[src/rtc_tone_chime_map.vh]
// Constants for the seconds/tone/chime unit: offsets, fields, resets, counts.
// Assumes a 12-bit byte address on the plain register port.
// Functional notes
// - Tone frequency is slow rate over 2N+4; N is 1..4095, zero is prohibited.
// - Tone or chime waveform drives the output pin; its twin carries the complement.
// - Run bit reads back stale until loaded at the next slow clock tick.
// - Chime waveforms run from a 4096 Hz tick divided from the slow clock.
// - Shape select is one-hot; zero holds low; other codes undefined.
// - Chime counter gives periodic events at 1, 2, 64, 512 and 8192 Hz.
// - Seconds counter is 32 bits and increments on a 1 Hz slow-clock tick.
// - Reading the seconds count register returns the live seconds counter.
// - Seconds counter equal to match value raises interrupt and wake request.
// - Writing the seconds load register replaces the seconds counter contents.
// - Seconds counter always counts and can request power resume on its own.
// - Source select: 00 stop, 01 tone, 10 chime; 11 not to be used.
// - Output invert bit set inverts the output; clear passes it unchanged.
// - Chime counter run bit zero clears and stops it; one starts it.
// - Tone counter run bit zero clears and stops it; one starts it.
`ifndef RTC_TONE_CHIME_MAP_VH
`define RTC_TONE_CHIME_MAP_VH

`define ADDR_W           12
`define SECONDS_COUNT    12'h000
`define SECONDS_MATCH    12'h004
`define SECONDS_LOAD     12'h008
`define OUT_INVERT       12'h100
`define OUT_SOURCE       12'h104
`define CHIME_CTRL       12'h108
`define CHIME_SHAPE      12'h10C
`define TONE_CTRL        12'h110
`define TONE_DIVIDER     12'h114
`define INT_MASK         12'h200
`define INT_STATUS       12'h204

`define SRC_STOP         2'h0
`define SRC_TONE         2'h1
`define SRC_CHIME        2'h2

`define INT_W            6
`define INT_MATCH_BIT    0
`define RST_INVERT       1'h0
`define RST_SOURCE       2'h0
`define RST_RUN          1'h0
`define RST_SHAPE        8'h00
`define RST_DIVIDER      12'h000
`define RST_MASK         6'h00

`define SLOW_HZ          32768
`define CHIME_BASE_HZ    4096
`define CHIME_BASE_BIT   2
`define SEC_PRESCALE_MAX 15'h7FFF

`endif

[src/seconds_tone_chime_unit.v]
// Seconds counter, tone generator and chime generator with interrupts.
// Assumes slow_crystal_in is a free-running 32.768 kHz level, sampled on clk.
`timescale 1ns/1ps
`include "rtc_tone_chime_map.vh"

module seconds_tone_chime_unit (
  input  wire                 clk,
  input  wire                 rst,
  input  wire                 slow_crystal_in,
  input  wire [`ADDR_W-1:0]   addr,
  input  wire [31:0]          wdata,
  input  wire                 wr,
  input  wire                 rd,
  output reg  [31:0]          rdata,
  output wire                 irq,
  output wire                 power_resume_req,
  output reg                  tone_chime_out,
  output reg                  tone_chime_out_inv
);

  // Divider exponents for status bits 1..5: 8192, 512, 64, 2, 1 Hz
  localparam [19:0] EVT_BITS = {4'hF, 4'hE, 4'h9, 4'h6, 4'h2};

  // Offset compare, shared by every write strobe below
  function reg_hit;
    input [`ADDR_W-1:0] a;
    input [`ADDR_W-1:0] offs;
    begin
      reg_hit = (a == offs);
    end
  endfunction

  function all_low_ones;
    input [14:0] cnt;
    input [3:0]  nbits;
    integer      i;
    begin
      all_low_ones = 1'b1;
      for (i = 0; i < 15; i = i + 1) begin
        if (i < nbits && !cnt[i]) begin
          all_low_ones = 1'b0;
        end
      end
    end
  endfunction

  // Slow clock edge detect; first stage feeds only the second
  reg        slow_s1_q;
  reg        slow_s2_q;
  reg        slow_s3_q;
  wire       slow_tick = slow_s2_q & ~slow_s3_q;

  always @(posedge clk or posedge rst) begin
    if (rst) begin
      slow_s1_q <= 1'b0;
      slow_s2_q <= 1'b0;
      slow_s3_q <= 1'b0;
    end else begin
      slow_s1_q <= slow_crystal_in;
      slow_s2_q <= slow_s1_q;
      slow_s3_q <= slow_s2_q;
    end
  end

  // Staged writes, applied on the next slow tick like the real slow-domain loader
  reg [31:0] match_q;
  reg [31:0] load_val_q;
  reg        load_pend_q;
  reg        inv_stage_q;
  reg [1:0]  src_stage_q;
  reg [7:0]  shape_stage_q;
  reg [11:0] div_stage_q;
  reg        tone_run_stage_q;
  reg        chime_run_stage_q;
  reg        inv_q;
  reg [1:0]  src_q;
  reg [7:0]  shape_q;
  reg [11:0] div_q;
  reg        tone_run_q;
  reg        chime_run_q;
  reg [`INT_W-1:0] mask_q;
  reg [`INT_W-1:0] status_q;

  wire wr_match  = wr && reg_hit(addr, `SECONDS_MATCH);
  wire wr_load   = wr && reg_hit(addr, `SECONDS_LOAD);
  wire wr_inv    = wr && reg_hit(addr, `OUT_INVERT);
  wire wr_src    = wr && reg_hit(addr, `OUT_SOURCE);
  wire wr_crun   = wr && reg_hit(addr, `CHIME_CTRL);
  wire wr_shape  = wr && reg_hit(addr, `CHIME_SHAPE);
  wire wr_trun   = wr && reg_hit(addr, `TONE_CTRL);
  wire wr_div    = wr && reg_hit(addr, `TONE_DIVIDER);
  wire wr_mask   = wr && reg_hit(addr, `INT_MASK);
  wire wr_status = wr && reg_hit(addr, `INT_STATUS);

  // Match is used at once; no slow-domain loader in its path
  always @(posedge clk or posedge rst) begin
    if (rst) begin
      match_q <= 32'h0000_0000;
    end else if (wr_match) begin
      match_q <= wdata;
    end
  end

  // Load value waits here until the next slow tick
  always @(posedge clk or posedge rst) begin
    if (rst) begin
      load_val_q <= 32'h0000_0000;
    end else if (wr_load) begin
      load_val_q <= wdata;
    end
  end

  always @(posedge clk or posedge rst) begin
    if (rst) begin
      inv_stage_q <= `RST_INVERT;
    end else if (wr_inv) begin
      inv_stage_q <= wdata[0];
    end
  end

  // Code 11 is kept as written; the selector treats it as stop
  always @(posedge clk or posedge rst) begin
    if (rst) begin
      src_stage_q <= `RST_SOURCE;
    end else if (wr_src) begin
      src_stage_q <= wdata[1:0];
    end
  end

  always @(posedge clk or posedge rst) begin
    if (rst) begin
      chime_run_stage_q <= `RST_RUN;
    end else if (wr_crun) begin
      chime_run_stage_q <= wdata[0];
    end
  end

  always @(posedge clk or posedge rst) begin
    if (rst) begin
      shape_stage_q <= `RST_SHAPE;
    end else if (wr_shape) begin
      shape_stage_q <= wdata[7:0];
    end
  end

  always @(posedge clk or posedge rst) begin
    if (rst) begin
      tone_run_stage_q <= `RST_RUN;
    end else if (wr_trun) begin
      tone_run_stage_q <= wdata[0];
    end
  end

  // Zero is not refused; it gives a four-tick period
  always @(posedge clk or posedge rst) begin
    if (rst) begin
      div_stage_q <= `RST_DIVIDER;
    end else if (wr_div) begin
      div_stage_q <= wdata[11:0];
    end
  end

  // Mask lives in the fast domain, so it reads back at once
  always @(posedge clk or posedge rst) begin
    if (rst) begin
      mask_q <= `RST_MASK;
    end else if (wr_mask) begin
      mask_q <= wdata[`INT_W-1:0];
    end
  end

  // Live copies change only on a slow tick; software must allow for that
  always @(posedge clk or posedge rst) begin
    if (rst) begin
      inv_q       <= `RST_INVERT;
      src_q       <= `RST_SOURCE;
      shape_q     <= `RST_SHAPE;
      div_q       <= `RST_DIVIDER;
      tone_run_q  <= `RST_RUN;
      chime_run_q <= `RST_RUN;
    end else if (slow_tick) begin
      inv_q       <= inv_stage_q;
      src_q       <= src_stage_q;
      shape_q     <= shape_stage_q;
      div_q       <= div_stage_q;
      tone_run_q  <= tone_run_stage_q;
      chime_run_q <= chime_run_stage_q;
    end
  end

  // Seconds prescaler and counter never stop
  reg [14:0] sec_pre_q;
  reg [31:0] secs_q;
  reg        secs_upd_q;

  // Prescaler is not reset by a load, so the phase of the second is kept
  always @(posedge clk or posedge rst) begin
    if (rst) begin
      sec_pre_q <= 15'h0000;
    end else if (slow_tick) begin
      sec_pre_q <= sec_pre_q + 15'h0001;
    end
  end

  // A write in the tick cycle is applied at the following tick
  always @(posedge clk or posedge rst) begin
    if (rst) begin
      load_pend_q <= 1'b0;
    end else if (wr_load) begin
      load_pend_q <= 1'b1;
    end else if (slow_tick) begin
      load_pend_q <= 1'b0;
    end
  end

  // Load beats the increment when both fall on one tick
  always @(posedge clk or posedge rst) begin
    if (rst) begin
      secs_q     <= 32'h0000_0000;
      secs_upd_q <= 1'b0;
    end else begin
      secs_upd_q <= 1'b0;
      if (slow_tick && load_pend_q) begin
        secs_q     <= load_val_q;
        secs_upd_q <= 1'b1;
      end else if (slow_tick && sec_pre_q == `SEC_PRESCALE_MAX) begin
        secs_q     <= secs_q + 32'h0000_0001;
        secs_upd_q <= 1'b1;
      end
    end
  end

  // Checked once per change, so a held match fires only one event
  wire match_evt = secs_upd_q && secs_q == match_q;

  // Chime free-running counter
  reg [14:0] chime_cnt_q;

  always @(posedge clk or posedge rst) begin
    if (rst) begin
      chime_cnt_q <= 15'h0000;
    end else if (!chime_run_q) begin
      chime_cnt_q <= 15'h0000;
    end else if (slow_tick) begin
      chime_cnt_q <= chime_cnt_q + 15'h0001;
    end
  end

  wire [`INT_W-1:0] evt;
  assign evt[`INT_MATCH_BIT] = match_evt;

  genvar g;
  generate
    for (g = 0; g < 5; g = g + 1) begin : periodic
      assign evt[g+1] = chime_run_q && slow_tick &&
                        all_low_ones(chime_cnt_q, EVT_BITS[4*g+3:4*g]);
    end
  endgenerate

  // 4096 Hz carrier gated by slower envelopes; one pattern per select bit
  wire       carrier = chime_cnt_q[`CHIME_BASE_BIT];
  wire [7:0] pattern;

  generate
    for (g = 0; g < 8; g = g + 1) begin : shapes
      assign pattern[g] = carrier & chime_cnt_q[14-g];
    end
  endgenerate

  // Illegal multi-bit codes OR patterns together; output is undefined anyway
  wire chime_wave = |(shape_q & pattern);

  // Tone: toggle after N+2 ticks; 13 bits so N+1 fits for N = 4095
  reg [12:0] tone_cnt_q;
  reg        tone_q;
  wire [12:0] tone_last = {1'b0, div_q} + 13'h0001;

  always @(posedge clk or posedge rst) begin
    if (rst) begin
      tone_cnt_q <= 13'h0000;
      tone_q     <= 1'b0;
    end else if (!tone_run_q) begin
      tone_cnt_q <= 13'h0000;
      tone_q     <= 1'b0;
    end else if (slow_tick) begin
      if (tone_cnt_q >= tone_last) begin
        tone_cnt_q <= 13'h0000;
        tone_q     <= ~tone_q;
      end else begin
        tone_cnt_q <= tone_cnt_q + 13'h0001;
      end
    end
  end

  // Output select, invert and pin pair
  reg src_wave;

  always @* begin
    case (src_q)
      `SRC_TONE:  src_wave = tone_q;
      `SRC_CHIME: src_wave = chime_wave;
      default:    src_wave = 1'b0;
    endcase
  end

  always @(posedge clk or posedge rst) begin
    if (rst) begin
      tone_chime_out     <= 1'b0;
      tone_chime_out_inv <= 1'b1;
    end else begin
      tone_chime_out     <= src_wave ^ inv_q;
      tone_chime_out_inv <= ~(src_wave ^ inv_q);
    end
  end

  // Sticky status; a new event beats a same-cycle clear
  always @(posedge clk or posedge rst) begin
    if (rst) begin
      status_q <= {`INT_W{1'b0}};
    end else begin
      status_q <= (status_q & ~(wr_status ? wdata[`INT_W-1:0] : {`INT_W{1'b0}})) | evt;
    end
  end

  assign irq              = |(status_q & mask_q);
  assign power_resume_req = status_q[`INT_MATCH_BIT];

  // Read port; write-only and unmapped offsets read zero
  always @(posedge clk or posedge rst) begin
    if (rst) begin
      rdata <= 32'h0000_0000;
    end else if (rd) begin
      case (addr)
        `SECONDS_COUNT: rdata <= secs_q;
        `CHIME_CTRL:    rdata <= {31'h0000_0000, chime_run_q};
        `TONE_CTRL:     rdata <= {31'h0000_0000, tone_run_q};
        `INT_MASK:      rdata <= {26'h000_0000, mask_q};
        `INT_STATUS:    rdata <= {26'h000_0000, status_q};
        default:        rdata <= 32'h0000_0000;
      endcase
    end else begin
      rdata <= 32'h0000_0000;
    end
  end

endmodule

[config.mk]
export PLATFORM = sky130hd
export DESIGN_NAME = seconds_tone_chime_unit
export DESIGN_NICKNAME = d
export VERILOG_FILES = /design/src/seconds_tone_chime_unit.v
export VERILOG_INCLUDE_DIRS = /design/src
export SDC_FILE = /design/constraint.sdc
export NUM_CORES = 1
export LEC_CHECK = 0
export ABC_CLOCK_PERIOD_IN_PS = 8500
export BUFFER_PORTS_ARGS = -buffer_cell sky130_fd_sc_hd__clkbuf_2
export CAP_MARGIN = 20
export CORE_ASPECT_RATIO = 0.9
export CORE_MARGIN = 2
export CORE_UTILIZATION = 46
export CTS_CLUSTER_DIAMETER = 50
export DETAILED_ROUTE_END_ITERATION = 10
export GPL_ROUTABILITY_DRIVEN = 0
export PLACE_DENSITY = 0.73
export SYNTH_ARGS = -nofsm -noshare
export SYNTH_HDL_FRONTEND = slang
export SYNTH_SLANG_ARGS = --single-unit
[constraint.sdc]
create_clock -name clk -period 8.5 [get_ports clk]
set_clock_uncertainty 0.1 [all_clocks]
set_input_delay 0.85 -clock clk [delete_from_list [all_inputs] [get_ports clk]]
set_output_delay 0.85 -clock clk [all_outputs]
set_load 0.02 [all_outputs]
==> run_results.csv <==
group,metric,value,unit
setup_path,start_kind,"register",
yosys,syn-num-nets,1038,
yosys,seq_area_frac_synth,54.2,%
yosys,synth_top_area_share,54.0,%
global_route,antenna_found_initial,0,
routing,wl_met3,1200,um
placement,io_buffer_count,84,
clock_tree,ctsResizeCount,0,
sta,holdWs,0.182,ns
setup_path,crit_buf_inv,0,
sta,max_freq,334,MHz
clock_tree,cts_tree,"yes",
finish,syn_to_final_growth,14.3,%
clock_tree,cts.path.max_buffers,3,
setup_path,r2r_slack,5.50,ns
clock_tree,post_cts_buffers,0,
setup_path,path_cells,"ha_1 > and3_1 > nand3_1 > xor2_1 > ha_1 > a211oi_1 > o221ai_1 > a211oi_1 > nor2_1 > nor4b_1 > a21o_1",
routing,viasPerCell,5.44,
finish,antenna_cells,0,
global_route,grt_pass1_vias,7488,
global_route,grt_pass1_wl,39600,um
floorplanning,die_y,152,um
finish,final_cell_mix,"dfrtp_1 (240), nand2_1 (125), clkbuf_2 (84)",
routing,first_pass_iters,5,
sta,finalMaxSlewViolations,0,
setup_path,slowest_delay,0.41,ns
finish,final_common_cell,"dfrtp_1",
clock_tree,cts.htree.levels,1,
sta,tightest_slew,1.10,ns
setup_path,rr_startpoint,"div_q[1]$_DFFE_PP0P_",
global_route,grt_overflow,0,
clock_tree,hold_buffers,0,
clock_tree,clk_pin_slew,0.06,ns
power,p_leak,6.41,nW
floorplanning,start_util,47.3,%
finish,nets,1120,
floorplanning,rows,53,
sta,period_needed,3.00,ns
clock_tree,cts-root-buf,"clkbuf_16",
min_path,hp-class,"input pin to async pin",
finish,drive_gt1_share,20.7,%
yosys,synthTopCellsByArea,"dfrtp_1 (54%), mux2_4 (5.3%), xor2_1 (5.0%)",
power,vdd_drop_max,0.000149,V
setup_path,crit_path_end_kind,"register",
setup_path,cp-startpoint,"div_q[1]$_DFFE_PP0P_",
routing,m1WireLength,11600,um
global_route,grt_max_degree,164,
power,p_per_area,204,nW/um2
setup_path,path_class,"register to register",
yosys,synth_edf_count,0,
floorplanning,die_width,168,um
setup_path,arrival,3.36,ns
setup_path,cp_max_fo,5,
sta,post-route-period-util,35.2,%
routing,routed_wl,24200,um
routing,ant_nets,0,
power,p_total,2.59,mW
routing,routed.top_layer,"met4",
clock_tree,clock_latency,0.53,ns
sta,hold_viol_final,0,
routing,wl_per_cell,17.6,um
routing,drc,0,
floorplanning,io_pins,85,
yosys,synthArstFlopShare,100,%
routing,wl_met2,11000,um
outcome,status,"finished clean",
job,maxCapViolations,0,
placement,dp_hpwl,16000,um
sta,setup_violations,0,
sta,rsz0062_at_grt,"no",
global_route,grt_usage,19.4,%
routing,route.vias.total,7473,
clock_tree,numClockSinks,241,
setup_path,critPathTopFamily,"compound AO/OA/AOI/OAI gates",
yosys,syn_area_per_cell,11.5,um2
yosys,ys.flop_type,"dfrtp_1",
sta,timing.final.ws_setup,5.50,ns
yosys,ys_types,60,
placement,place_ws,5.12,ns
yosys,yosysWarnings,0,
yosys,synth_seq_cells,241,
floorplanning,core,23500,um2
yosys,syn-cell-area,11100,um2
clock_tree,cts_buffers,28,
finish,utilization,54.0,%
floorplanning,die_area,25500,um2
setup_path,crit_required,8.87,ns
routing,dr.first_iter.drc_count,524,
setup_path,slowest_stage,"dfrtp_1",
sta,finalSetupTns,0,ns
sta,timing.slew.headroom,26.6,%
yosys,synthCells,968,
yosys,synth_top_cell_by_area,"dfrtp_1",
[Yosys cell counts (2+ instances only)]
library cell and instances:
and3_1 45, or3_1 8, dfrtp_1 240, o31ai_1 2, a211oi_1 2, nor3_4 2
nand4_1 24, nand3_2 2, buf_2 2, inv_1 11, nor2_1 67, buf_1 6
mux2_2 26, nand4_2 3, nand2_1 126, a222oi_1 4, a21boi_0 8, mux2_1 30
xor2_1 64, nor2b_1 3, a22oi_1 10, a21oi_1 37, nand3_1 38, or2_2 2
mux2_4 39, nor4_1 6, buf_6 5, nor3_1 5, a21o_1 4, ha_1 21
xnor2_1 41, and2_1 11, nor3_2 2, clkbuf_1 21, and4_1 8, buf_4 4
o21ai_0 15, or4_4 2
[sequential cells by signal, summed over array words and instances, names as in the netlist, 6 cells and up]
name           count
rdata             32
div_stage_q       12
div_q             12
sec_pre_q         15
chime_cnt_q       15
tone_cnt_q        13
status_q           6
secs_q            32
shape_stage_q      8
mask_q             6
load_val_q        32
shape_q            8
match_q           32
[power breakdown]
part           leakage (nW)  switching [mW]  internal, mW
Sequential             3.29          0.0714          1.19
Clock                 0.439           0.473         0.697
Combinational          2.68          0.0899        0.0709
Total                  6.41           0.634          1.96
[final timing paths]
path,endpoint,cells after the start
worst max-delay path,tone_cnt_q[2]$_DFFE_PP0P_,11
worst min-delay path,rdata[5]$_DFF_PP0_,2
worst max register to register,tone_cnt_q[2]$_DFFE_PP0P_,11
worst min register to register,slow_s2_q$_DFF_PP0_,0
max in group asynchronous,rdata[16]$_DFF_PP0_,4
min in group clk,slow_s2_q$_DFF_PP0_,0
[worst register-to-register path, stage by stage, from the launching register on]
cell	delay [ns]
dfrtp_1	0.41
ha_1	0.22
and3_1	0.26
nand3_1	0.11
xor2_1	0.15
ha_1	0.31
a211oi_1	0.25
o221ai_1	0.15
a211oi_1	0.40
nor2_1	0.17
nor4b_1	0.28
a21o_1	0.11
[layout make-up]
cell class / count / area, um2
clock buffers: 37 / 766
clock inverters: 14 / 139
fillers: 2001 / 10800
inverters: 11 / 48.8
multi-input cells: 676 / 4840
flip-flops and latches: 241 / 6030
well taps: 302 / 378
repair buffers: 92 / 513
[metrics by stage]
step,instance area (um2),std cells
floorplan,11100,968
global placement,11800,1319
detailed placement,11800,1319
CTS,12700,1370
global route,12700,1373
finish,12700,1373
[cells by family (layout without fill, tap and decap cells)]
| logic type | count (synthesis) | after routing | synth area share, % |
|---|---|---|---|
| and+or+nand+nor | 365 | 365 | 16.8 |
| DFF | 241 | 241 | 54.2 |
| xor gates and xnor gates | 105 | 105 | 8.26 |
| muxes | 96 | 96 | 11.0 |
| AOI/OAI and AO/OA | 89 | 89 | 5.01 |
| buffers and inverters | 51 | 154 | 2.33 |
| adders and majority gates | 21 | 21 | 2.36 |
[metal layers]
metal | GRT usage (%) | vias up
met5 | 0 | -
met2 | 30.5 | 182
met4 | 5.09 | 0
met3 | 2.55 | 35
li1 | - | 3520
met1 | 28.5 | 3736
Power figures use the tool's default switching activity.
